**src/hdl/sspc_map.vh**
```
// Purpose: constants for the switcher sequence, phase and pin configuration
// Assumes: byte-wide command codes from the host command front end
// Notes:   offsets are the command codes of the host protocol
`ifndef SSPC_MAP_VH
`define SSPC_MAP_VH

// ****************************************
// command codes
// ****************************************
`define SSPC_CMD_PIN_FUNC     8'hD3
`define SSPC_CMD_PG_CHECK     8'hD4
`define SSPC_CMD_SEQ_POS      8'hD5
`define SSPC_CMD_COND_MODE    8'hD6
`define SSPC_CMD_FREQ_PHASE   8'hD7

// ****************************************
// field positions and widths
// ****************************************
`define SSPC_ROLE_BIT         0
`define SSPC_PGCHK_BIT        0
`define SSPC_START_LSB        0
`define SSPC_STOP_LSB         2
`define SSPC_CCM_BIT          0
`define SSPC_SHARE_BIT        1
`define SSPC_DIV_LSB          0
`define SSPC_PHASE_LSB        2
`define SSPC_FP_W             7

// ****************************************
// reset values
// ****************************************
`define SSPC_RST_ROLE         1'h0
`define SSPC_RST_PGCHK        1'h0
`define SSPC_RST_SEQ_POS      4'h0
`define SSPC_RST_CCM          1'h1
`define SSPC_RST_DIV          2'h0
`define SSPC_RST_PH0          5'h00
`define SSPC_RST_PH1          5'h02
`define SSPC_RST_PH2          5'h01
`define SSPC_RST_PH3          5'h03

// ****************************************
// timing: pll periods per oscillator period
// ****************************************
`define SSPC_PLL_PER_OSC      6'h04
`define SSPC_HALF_TURN        6'h02
`define SSPC_LAST_PAGE        2'h3

`endif

```
**src/hdl/sspc_phase_tick.v**
```verilog
// Purpose: one switcher's pwm sync pulse from divisor and phase delay
// Assumes: base_cnt counts pll periods, wraps at 32, shared by all outputs
// Notes:   sync pulse is registered
`timescale 1ns/1ps
`include "sspc_map.vh"

module sspc_phase_tick (
  // clock and reset
  input  wire       clk,
  input  wire       rst,
  // timing base
  input  wire       pll_tick,
  input  wire [4:0] base_cnt,
  // settings in force
  input  wire [1:0] clk_div,
  input  wire [4:0] phase_dly,
  // pwm start pulse
  output reg        pwm_sync
);

  // ****************************************
  // switching period is 4 << div pll periods
  // ****************************************
  wire [5:0] period_len;
  wire [5:0] period_m1;
  wire [4:0] period_mask;
  wire [4:0] in_period;
  wire [4:0] eff_phase;

  assign period_len  = `SSPC_PLL_PER_OSC << clk_div;
  assign period_m1   = period_len - 6'h01;
  assign period_mask = period_m1[4:0];
  assign in_period   = base_cnt & period_mask;
  // a delay past the period wraps into it rather than never firing
  assign eff_phase   = phase_dly & period_mask;

  always @(posedge clk) begin
    if (rst) begin
      pwm_sync <= 1'b0;
    end else begin
      pwm_sync <= pll_tick && (in_period == eff_phase);
    end
  end

endmodule // sspc_phase_tick

```
**src/hdl/sspc_seq_cfg.v**
```verilog
// Purpose: per-output pin role, sequencing, conduction mode and pwm phase
// Assumes: host front end delivers decoded command writes and reads
// Notes:   nvm store and reload are modelled by two pulses
`timescale 1ns/1ps
`include "sspc_map.vh"

module sspc_seq_cfg (
  // clock and reset
  input  wire        clk,
  input  wire        rst,
  // host command port
  input  wire [1:0]  page_sel,
  input  wire [7:0]  cmd_code,
  input  wire        cmd_wr,
  input  wire [7:0]  cmd_wdata,
  input  wire        cmd_rd,
  output reg  [7:0]  cmd_rdata,
  output reg         cmd_rvalid,
  output reg         cmd_hit,
  // nvm image control
  input  wire        nvm_store,
  input  wire        nvm_reload,
  // sequencing
  input  wire        seq_start,
  input  wire        seq_stop,
  input  wire [3:0]  pgood,
  output wire [3:0]  sw_enable,
  output wire        seq_busy,
  // shared soft-start / power-good pins
  output wire [3:0]  sspg_out,
  output wire [3:0]  sspg_oe,
  output wire [3:0]  softstart_cap_input,
  output wire [3:0]  int_ramp_en,
  // current sharing
  input  wire [1:0]  share_detect,
  output wire [1:0]  share_indication,
  // switcher control
  input  wire        pll_tick,
  output wire [3:0]  ccm_en,
  output wire [3:0]  pwm_sync,
  output wire [7:0]  clk_div_all
);

  // ****************************************
  // decode helpers
  // ****************************************
  function is_slave;
    input [1:0] pg;
    begin
      is_slave = pg[0];
    end
  endfunction

  function [1:0] master_of;
    input [1:0] pg;
    begin
      master_of = {pg[1], 1'b0};
    end
  endfunction

  // 180 degrees later: half of the 4 << div pll periods of one cycle
  function [4:0] half_turn;
    input [4:0] ph;
    input [1:0] dv;
    reg   [5:0] sum;
    reg   [5:0] len;
    begin
      len       = `SSPC_PLL_PER_OSC << dv;
      sum       = {1'b0, ph} + (`SSPC_HALF_TURN << dv);
      sum       = sum & (len - 6'h01);
      half_turn = sum[4:0];
    end
  endfunction

  function [4:0] rst_phase;
    input [1:0] pg;
    begin
      case (pg)
        2'h0:    rst_phase = `SSPC_RST_PH0;
        2'h1:    rst_phase = `SSPC_RST_PH1;
        2'h2:    rst_phase = `SSPC_RST_PH2;
        default: rst_phase = `SSPC_RST_PH3;
      endcase
    end
  endfunction

  // ****************************************
  // storage: staged, nvm image, in force
  // ****************************************
  reg  [3:0]  stg_role_ff;
  reg  [3:0]  nvm_role_ff;
  reg  [3:0]  act_role_ff;
  reg  [3:0]  stg_ccm_ff;
  reg  [3:0]  nvm_ccm_ff;
  reg  [3:0]  act_ccm_ff;
  reg  [6:0]  stg_fp_ff [0:3];
  reg  [6:0]  nvm_fp_ff [0:3];
  reg  [6:0]  act_fp_ff [0:3];
  reg  [3:0]  seq_pos_ff [0:3];
  reg         pg_skip_ff;

  wire        slave_bad;
  wire        wr_ok;

  // a per-page write to a sharing slave page is dropped: that page is invalid
  assign slave_bad = is_slave(page_sel) && share_detect[page_sel[1]];
  assign wr_ok     = cmd_wr && !slave_bad;

  integer i, j;

  always @(posedge clk) begin
    if (rst) begin
      pg_skip_ff <= `SSPC_RST_PGCHK;
      for (i = 0; i < 4; i = i + 1) begin
        seq_pos_ff[i] <= `SSPC_RST_SEQ_POS;
      end
    end else begin
      if (cmd_wr && cmd_code == `SSPC_CMD_PG_CHECK) begin
        pg_skip_ff <= cmd_wdata[`SSPC_PGCHK_BIT];
      end
      if (wr_ok && cmd_code == `SSPC_CMD_SEQ_POS) begin
        seq_pos_ff[page_sel] <= cmd_wdata[3:0];
      end
    end
  end

  // live writes only land in the staged copy; the core keeps running
  // on the copy taken at the last reload
  always @(posedge clk) begin
    if (rst) begin
      stg_role_ff <= {4{`SSPC_RST_ROLE}};
      nvm_role_ff <= {4{`SSPC_RST_ROLE}};
      act_role_ff <= {4{`SSPC_RST_ROLE}};
      stg_ccm_ff  <= {4{`SSPC_RST_CCM}};
      nvm_ccm_ff  <= {4{`SSPC_RST_CCM}};
      act_ccm_ff  <= {4{`SSPC_RST_CCM}};
      for (j = 0; j < 4; j = j + 1) begin
        stg_fp_ff[j] <= {rst_phase(j[1:0]), `SSPC_RST_DIV};
        nvm_fp_ff[j] <= {rst_phase(j[1:0]), `SSPC_RST_DIV};
        act_fp_ff[j] <= {rst_phase(j[1:0]), `SSPC_RST_DIV};
      end
    end else begin
      if (wr_ok && cmd_code == `SSPC_CMD_PIN_FUNC) begin
        stg_role_ff[page_sel] <= cmd_wdata[`SSPC_ROLE_BIT];
      end
      if (wr_ok && cmd_code == `SSPC_CMD_COND_MODE) begin
        stg_ccm_ff[page_sel] <= cmd_wdata[`SSPC_CCM_BIT];
      end
      if (wr_ok && cmd_code == `SSPC_CMD_FREQ_PHASE) begin
        stg_fp_ff[page_sel] <= cmd_wdata[6:0];
      end
      if (nvm_store) begin
        nvm_role_ff <= stg_role_ff;
        nvm_ccm_ff  <= stg_ccm_ff;
        for (j = 0; j < 4; j = j + 1) begin
          nvm_fp_ff[j] <= stg_fp_ff[j];
        end
      end
      if (nvm_reload) begin
        act_role_ff <= nvm_role_ff;
        act_ccm_ff  <= nvm_ccm_ff;
        stg_role_ff <= nvm_role_ff;
        stg_ccm_ff  <= nvm_ccm_ff;
        for (j = 0; j < 4; j = j + 1) begin
          act_fp_ff[j] <= nvm_fp_ff[j];
          stg_fp_ff[j] <= nvm_fp_ff[j];
        end
      end
    end
  end

  // ****************************************
  // read back
  // ****************************************
  reg [7:0] nxt_rdata;
  reg       nxt_hit;

  always @* begin
    nxt_rdata = 8'h00;
    nxt_hit   = 1'b1;
    case (cmd_code)
      `SSPC_CMD_PIN_FUNC:
        nxt_rdata = {7'h00, stg_role_ff[page_sel]};
      `SSPC_CMD_PG_CHECK:
        nxt_rdata = {7'h00, pg_skip_ff};
      `SSPC_CMD_SEQ_POS:
        nxt_rdata = {4'h0, seq_pos_ff[page_sel]};
      `SSPC_CMD_COND_MODE: begin
        nxt_rdata[`SSPC_CCM_BIT] = stg_ccm_ff[page_sel];
        if (!is_slave(page_sel)) begin
          nxt_rdata[`SSPC_SHARE_BIT] = share_detect[page_sel[1]];
        end
      end
      `SSPC_CMD_FREQ_PHASE:
        nxt_rdata = {1'b0, stg_fp_ff[page_sel]};
      default:
        nxt_hit = 1'b0;
    endcase
  end

  always @(posedge clk) begin
    if (rst) begin
      cmd_rdata  <= 8'h00;
      cmd_rvalid <= 1'b0;
      cmd_hit    <= 1'b0;
    end else begin
      cmd_rvalid <= cmd_rd;
      if (cmd_rd) begin
        cmd_rdata <= nxt_rdata;
        cmd_hit   <= nxt_hit;
      end
    end
  end

  // ****************************************
  // settings in force, with pair sharing
  // ****************************************
  wire [3:0] eff_ccm;
  wire [1:0] eff_div [0:3];
  wire [4:0] eff_ph  [0:3];

  genvar g;
  generate
    for (g = 0; g < 4; g = g + 1) begin : g_eff
      localparam integer MP = g - (g % 2);
      wire sh = (g % 2 == 1) && share_detect[g / 2];
      // slave follows master, except its phase is half a cycle later
      assign eff_ccm[g] = sh ? act_ccm_ff[MP] : act_ccm_ff[g];
      assign eff_div[g] = sh ? act_fp_ff[MP][1:0] : act_fp_ff[g][1:0];
      assign eff_ph[g]  = sh ? half_turn(act_fp_ff[MP][6:2],
                                         act_fp_ff[MP][1:0])
                             : act_fp_ff[g][6:2];
      assign clk_div_all[2*g+1:2*g] = eff_div[g];
    end
  endgenerate

  assign ccm_en           = eff_ccm;
  assign share_indication = share_detect;

  // ****************************************
  // pwm phase timing
  // ****************************************
  reg [4:0] base_cnt_ff;

  always @(posedge clk) begin
    if (rst) begin
      base_cnt_ff <= 5'h00;
    end else if (pll_tick) begin
      base_cnt_ff <= base_cnt_ff + 5'h01;
    end
  end

  generate
    for (g = 0; g < 4; g = g + 1) begin : g_pwm
      sspc_phase_tick u_tick (
        .clk       (clk),
        .rst       (rst),
        .pll_tick  (pll_tick),
        .base_cnt  (base_cnt_ff),
        .clk_div   (eff_div[g]),
        .phase_dly (eff_ph[g]),
        .pwm_sync  (pwm_sync[g])
      );
    end
  endgenerate

  // ****************************************
  // shared soft-start / power-good pins
  // ****************************************
  assign softstart_cap_input = ~act_role_ff;
  assign int_ramp_en         = act_role_ff;
  assign sspg_oe             = act_role_ff;
  assign sspg_out            = ~pgood;

  // ****************************************
  // start / stop sequencer
  // ****************************************
  localparam [1:0] ST_IDLE  = 2'h0;
  localparam [1:0] ST_START = 2'h1;
  localparam [1:0] ST_STOP  = 2'h2;

  reg  [1:0] state_ff;
  reg  [1:0] step_ff;
  reg  [3:0] en_ff;
  reg  [1:0] nxt_state;
  reg  [1:0] nxt_step;
  reg  [3:0] nxt_en;
  wire [3:0] start_grp;
  wire [3:0] stop_grp;
  wire       grp_good;

  // order is read live: a rewrite mid-sequence moves outputs between steps
  generate
    for (g = 0; g < 4; g = g + 1) begin : g_grp
      assign start_grp[g] = (seq_pos_ff[g][1:0] == step_ff);
      assign stop_grp[g]  = (seq_pos_ff[g][3:2] == step_ff);
    end
  endgenerate

  assign grp_good = &(pgood | ~start_grp);

  always @* begin
    nxt_state = state_ff;
    nxt_step  = step_ff;
    nxt_en    = en_ff;
    case (state_ff)
      ST_IDLE: begin
        nxt_step = 2'h0;
        if (seq_stop) begin
          nxt_state = ST_STOP;
        end else if (seq_start) begin
          nxt_state = ST_START;
        end
      end
      ST_START: begin
        // step 0 turns on at once; later steps only after the gate
        nxt_en = en_ff | start_grp;
        if (seq_stop) begin
          nxt_state = ST_STOP;
          nxt_step  = 2'h0;
        end else if (pg_skip_ff || grp_good) begin
          if (step_ff == `SSPC_LAST_PAGE) begin
            nxt_state = ST_IDLE;
          end else begin
            nxt_step = step_ff + 2'h1;
          end
        end
      end
      ST_STOP: begin
        nxt_en = en_ff & ~stop_grp;
        if (step_ff == `SSPC_LAST_PAGE) begin
          nxt_state = ST_IDLE;
        end else begin
          nxt_step = step_ff + 2'h1;
        end
      end
      default: begin
        nxt_state = ST_IDLE;
        nxt_step  = 2'h0;
      end
    endcase
  end

  always @(posedge clk) begin
    if (rst) begin
      state_ff <= ST_IDLE;
      step_ff  <= 2'h0;
      en_ff    <= 4'h0;
    end else begin
      state_ff <= nxt_state;
      step_ff  <= nxt_step;
      en_ff    <= nxt_en;
    end
  end

  assign sw_enable = en_ff;
  assign seq_busy  = (state_ff != ST_IDLE);

endmodule // sspc_seq_cfg

```
**config.mk**
```make
export PLATFORM = sky130hd
export DESIGN_NAME = sspc_seq_cfg
export DESIGN_NICKNAME = d
export VERILOG_FILES = /design/src/hdl/sspc_phase_tick.v /design/src/hdl/sspc_seq_cfg.v
export VERILOG_INCLUDE_DIRS = /design/src /design/src/hdl
export SDC_FILE = /design/constraint.sdc
export NUM_CORES = 1
export LEC_CHECK = 0
export BUFFER_PORTS_ARGS = -buffer_cell sky130_fd_sc_hd__buf_4
export CORE_MARGIN = 1.5
export CORE_UTILIZATION = 64
export DETAILED_ROUTE_END_ITERATION = 10
export MAX_ROUTING_LAYER = met4
export PLACE_DENSITY = 0.86
export SLEW_MARGIN = 20
export SYNTH_ARGS = -nofsm -noshare
export SYNTH_HDL_FRONTEND = slang
export SYNTH_SLANG_ARGS = --single-unit
export TNS_END_PERCENT = 1
```
**constraint.sdc**
```tcl
create_clock -name clk -period 7.9 [get_ports clk]
set_clock_uncertainty 0.2 [all_clocks]
set_input_delay 0.79 -clock clk [delete_from_list [all_inputs] [get_ports clk]]
set_output_delay 0.79 -clock clk [all_outputs]
set_load 0.02 [all_outputs]
```
==> results of run 1 <==
## synthesized netlist by cell type, types with 3 or more instances
cell type  number
a211o_1         5
a21boi_0        7
a21o_1         30
a21oi_1        19
a221oi_1        5
a22oi_1         5
a31oi_1         5
and2_1         50
buf_1           3
buf_2           5
buf_4          17
clkbuf_1       24
dfxtp_1        51
edfxtp_1      100
ha_1           11
inv_1          35
mux2_2          5
mux2i_1        23
mux4_2         11
nand2_1        25
nand2b_1       15
nand3_1         5
nand4_1         4
nor2_1         46
nor2_8          4
nor2b_1        16
nor3_1         15
nor3b_1         3
nor4_1          4
nor4b_1         4
o21a_1          3
o21ai_0        27
o22ai_1         3
o31ai_1         3
xnor2_1        11
xor2_1         29
## power groups by stage
stage                     sequential (W)  clock [W]  combinational (W)
final                           0.000912   0.000839           0.000199
after global routing            0.000916   0.000875           0.000214
after CTS                       0.000912   0.000840           0.000197
after detailed placement        0.000927          0           0.000194
after global placement          0.000924          0           0.000186
after floorplan                 0.000917          0           0.000136
## cells by family after synthesis
family          count (synthesis)
compound gates                131
xor+xnor                       40
fa+ha+maj                      13
buf+inv                        87
flops                         151
mux                            39
other cells                     1
simple gates                  202
## final timing paths
check	startpoint	end	slack, ns
max	rst	stg_fp_ff[3][3]	3.97
min	act_ccm_ff[1]	act_ccm_ff[1]	0.27
max reg2reg	act_fp_ff[0][0]	g_pwm[1].u_tick.pwm_sync	5.34
min reg2reg	act_ccm_ff[1]	act_ccm_ff[1]	0.27
## layer usage
layer / track usage (%) / vias up / routed length [um]
li1: - / 2457 / -
met1: 38.0 / 2650 / 7000
met2: 48.9 / 284 / 9170
met3: 6.64 / 28 / 1520
met4: 11.5 / 0 / 354
met5: - / - / 0
## registers in the layout (all words and copies together), names as in the netlist
register and cells:
cmd_rvalid 1, cmd_rdata 7, stg_role_ff 4, stg_fp_ff 28
g_pwm.u_tick.pwm_sync 4, state_ff 2, int_ramp_en 4, act_fp_ff 28
seq_pos_ff 16, act_ccm_ff 4, cmd_hit 1, base_cnt_ff 5
stg_ccm_ff 4, step_ff 2, nvm_ccm_ff 4, nvm_role_ff 4
sw_enable 4, pg_skip_ff 1, nvm_fp_ff 28
## area by class of cell
| type | instances | share of cell area [%] |
|---|---|---|
| Sequential cell | 151 | 46.4 |
| Timing Repair Buffer | 81 | 7.00 |
| Inverter | 36 | 1.56 |
| Clock inverter | 13 | 1.93 |
| Tap cell | 143 | 2.06 |
| Clock buffer | 19 | 5.10 |
| Multi-Input combinational cell | 426 | 36.0 |
## critical path: cells and delay by family
kind | cells | cell delay (ns)
AOI/OAI and AO/OA | 1 | 0.89
buffers and inverters | 2 | 0.85
and+or+nand+nor | 2 | 1.21
## stage by stage
stage	worst slack [ns]	hold slack, ns	cells	power, W
after CTS	3.98	0.280	869	0.00195
after global placement	3.66	0.247	837	0.00111
after floorplan	4.43	0.231	664	0.00105
final	3.97	0.271	869	0.00195
after global routing	3.82	0.305	869	0.00201
after detailed placement	3.56	0.267	837	0.00112
==> qor.txt, run 1 <==
Flop pwr share: 46.8%
# fillers: 698
DR iter-0 viols: 713
drt first pass iters: 6
Initial Util: 65.9%
CP Cell Sequence: buf_4, nor2_1, inv_1, or4_4, o21ai_0
Crit Path Max Fanout: 60
ratio of cells with drive above 1 in the final layout: 19.0%
Syn Area/Cell: 11.4 um^2
Die Y: 112 um
first-pass GRT wire length: 27900 um
clock share of power: 43.0%
post-synthesis compound-gate area fraction: 11.9%
Post-Synth Adder-Cell Area: 2.35%
setup tns final: 0 ns
slowest stage delay, CP: 0.89 ns
Reg area: 4020 um^2
RePlAce Congestion: 0.902
Post-synth EDFFs: 100
CTS max path bufs: 2
WP data arrival: 3.77 ns
Max transition margin: 28.0%
clock period minus worst slack: 3.93 ns
hold buffer count at cts: 0
Synth warnings: 0
CP Class: input pin to flop
clock transition at the registers of the reported paths: 0.06 ns
largest net degree at the start of global routing: 61
H-tree levels: 4
top cells by area, synth: edfxtp_1 40%, dfxtp_1 14%, and2_1 4.1%, xor2_1 3.4%, mux4_2 3.3%
worst reg2reg path depth: 8
mux cell area share after synthesis: 7.07%
Internal: 0.00147 W
sw power: 0.000477 W
root buffer selected by CTS: clkbuf_16
DR vias/cell: 6.24
Yosys cell types: 62
Die ar.: 12500 um^2
io pins: 82
cells after synthesis: 664
worst-margin pin slew: 1.07 ns
Leakage: 3.80 nW
Seq/Total Area, Yosys: 53.2%
DRC errors left: 0
vias post-DR: 5419
PD cells: 225 nW/um^2
Final Max Tran Viols: 0
Crit. End Element: flop
Final nets: 759
cell taking the most area after synthesis: edfxtp_1
Primary FF master, synth: edfxtp_1
status: completed
FMAX: 0.255 GHz
post-route ant nets: 0
worst skew pair latency: 0.43 ns
part of the power in combinational logic: 10.2%
fraction of registers with async set or reset after synthesis: 0%
Avg WL per Cell: 20.8 um
Yosys reg bits: 151
post-CTS resize count: 0
Buffers on Ports: 79
placed instance area: 8070 um^2
Hold Path Cell Cnt: 2
dpl hpwl: 12200 um
core area: 11500 um^2
Critical-path top delay cell: o21ai_0
diode count: 0
Final setup viols: 0
worst endpoint required time: 7.74 ns
Peak VDD IR: 0.228 mV
GRT overflow: 0
Net Count, Synth: 710
Post-Route WL: 18000 um
fin crit share: 49.7%
largest family of logic cells by synthesized area: simple AND/OR/NAND/NOR gates
gr usage total: 30.4%
number of global-route vias before repair: 5282
Horiz. Die Dim: 112 um
RSZ-0062 raised after global routing: no
final hold vios: 0
synthesis-to-finish area growth: 14.8%
most frequent cells in the layout: 100 x edfxtp_1, 81 x buf_4, 51 x dfxtp_1, 50 x and2_1, 46 x nor2_1
initial antenna violation count: 0
Layout Utilization: 75.7%
# rows: 39
post-synthesis xor/xnor area fraction: 4.63%
CTS tree: yes
Cell Area, Synth: 7560 um^2
Max-cap violations: 0
startpoint type of the worst setup path: input pin
Num CTS Buffers: 17
Clock Sinks: 151
multi-input logic area: 3120 um^2
most common cell after layout, fill and taps aside: edfxtp_1
postcts setup bufs: 0
Hold WC Path Type: flop to flop
post-route cell area: 8680 um^2
share of the synthesized area in the top cell type: 39.7%
Switching Share: 24.4%
simple-gate share of the synthesized area: 15.4%
(Power assumes the default switching activity.)
==> run 2, diff against run 1 <==
Settings changed: CORE_UTILIZATION 64 to 53, PLACE_DENSITY 0.86 to 0.76.
Clock period 7.9 ns to 3.45 ns, I/O delays scaled along.
==> qor.txt, run 2 (synthesis results as in run 1) <==
GRT overflow: 0
Hold Crit Start: cmd_rd
ratio of cells with drive above 1 in the final layout: 19.8%
Max-cap violations: 0
root buffer selected by CTS: clkbuf_16
reg2reg end: g_pwm[1].u_tick.pwm_sync
largest net degree at the start of global routing: 60
Regs by FF count: act_fp_ff x28, nvm_fp_ff x28, stg_fp_ff x28
Final setup viols: 0
RePlAce Congestion: 0.889
hold buffer count at cts: 0
Clock Sinks: 151
# fillers: 1057
initial antenna violation count: 0
most frequent cells in the layout: 100 x edfxtp_1, 87 x buf_4, 51 x dfxtp_1, 50 x and2_1, 46 x nor2_1
placed instance area: 8160 um^2
Die ar.: 15000 um^2
Horiz. Die Dim: 122 um
worst reg2reg path depth: 8
final hold vios: 0
clock period minus worst slack: 2.62 ns
Die Y: 122 um
DR iter-0 viols: 553
WP data arrival: 2.75 ns
H-tree levels: 4
PD cells: 506 nW/um^2
Peak VDD IR: 0.387 mV
Worst Hold End: cmd_hit
FMAX: 0.382 GHz
dpl hpwl: 12200 um
synthesis-to-finish area growth: 15.9%
Buffers on Ports: 79
DR vias/cell: 5.75
hold_ws: 0.0147 ns
number of global-route vias before repair: 4947
first-pass GRT wire length: 26800 um
CP Class: flop to flop
core area: 13900 um^2
setup slack, reg-to-reg: 0.83 ns
post-CTS resize count: 0
vias post-DR: 5244
post-route cell area: 8760 um^2
fin crit share: 75.9%
Avg WL per Cell: 18.7 um
worst skew pair latency: 0.44 ns
Final Max Tran Viols: 0
CTS max path bufs: 2
setup tns final: 0 ns
Crit Path Max Fanout: 9
FF-to-FF Start: act_fp_ff[0][0]
startpoint type of the worst setup path: flop
diode count: 0
io pins: 82
Initial Util: 54.5%
Final nets: 765
worst endpoint required time: 3.58 ns
Post-Route WL: 17100 um
Hold WC Path Type: input pin to flop
postcts setup bufs: 0
# rows: 43
RSZ-0062 raised after global routing: no
DRC errors left: 0
drt first pass iters: 5
clock transition at the registers of the reported paths: 0.06 ns
Num CTS Buffers: 17
CTS tree: yes
Hold Path Cell Cnt: 3
status: completed
most common cell after layout, fill and taps aside: edfxtp_1
gr usage total: 24.8%
post-route ant nets: 0
Leakage: 3.82 nW
Max transition margin: 40.2%
worst-margin pin slew: 0.889 ns
Crit. End Element: flop
run 2: cell types whose count changed in the layout (fill, tap and decap cells not counted), sizes merged:
cell / before / now
clkinvlp: 1 / 4
inv: 40 / 38
buf: 81 / 87
clkbuf: 19 / 18
run 2: where the power goes:
group          leakage (nW)  switching, W  internal, W
registers              1.46     0.0000647      0.00202
logic                  2.08      0.000263     0.000193
clock network         0.285      0.000750      0.00114
total                  3.82       0.00108      0.00335
run 2: worst max-delay path by stage:
| stage | startpoint | depth (start not counted) | endpoint |
|---|---|---|---|
| after floorplan | nvm_reload | 6 | stg_fp_ff[1][0] |
| after global placement | page_sel[1] | 6 | stg_fp_ff[2][0] |
| after detailed placement | page_sel[1] | 6 | stg_fp_ff[2][5] |
| after CTS | act_fp_ff[0][0] | 8 | g_pwm[1].u_tick.pwm_sync |
| after global routing | step_ff[0] | 5 | step_ff[1] |
| final | act_fp_ff[0][0] | 8 | g_pwm[1].u_tick.pwm_sync |
run 2: layout make-up:
type	count	area, um^2	share of cell area (%)
Tap cell	180	225	2.57
Clock buffer	18	429	4.90
Clock inverter	14	174	1.98
Multi-Input combinational cell	426	3120	35.6
Inverter	36	135	1.54
Sequential cell	151	4020	45.9
Timing Repair Buffer	87	653	7.45
run 2: through the flow:
step                std cells  util (%)  setup WS, ns  power, W
floorplan                 664         -         0.421   0.00241
global placement          880      58.8         0.610   0.00255
detailed placement        880      58.8         0.584   0.00257
CTS                       912      63.1         0.851   0.00445
global route              912      63.1         0.637   0.00459
finish                    912      63.1         0.833   0.00443
run 2: worst max-delay path, stage by stage (launching register included):
cell,delay (ns)
edfxtp_1,0.52
nor2_1,0.23
ha_1,0.24
fa_1,0.43
o211a_1,0.14
or3_1,0.33
nand3_1,0.09
o311ai_0,0.12
a211oi_1,0.21
run 2: layer usage:
| metal | vias up | share of wire [%] | global-route usage, % |
|---|---|---|---|
| met5 | - | 0 | - |
| met4 | 0 | 1.1 | 6.47 |
| met3 | 21 | 6.0 | 6.41 |
| met2 | 182 | 49 | 37.7 |
| met1 | 2566 | 44 | 33.4 |
| li1 | 2475 | - | - |
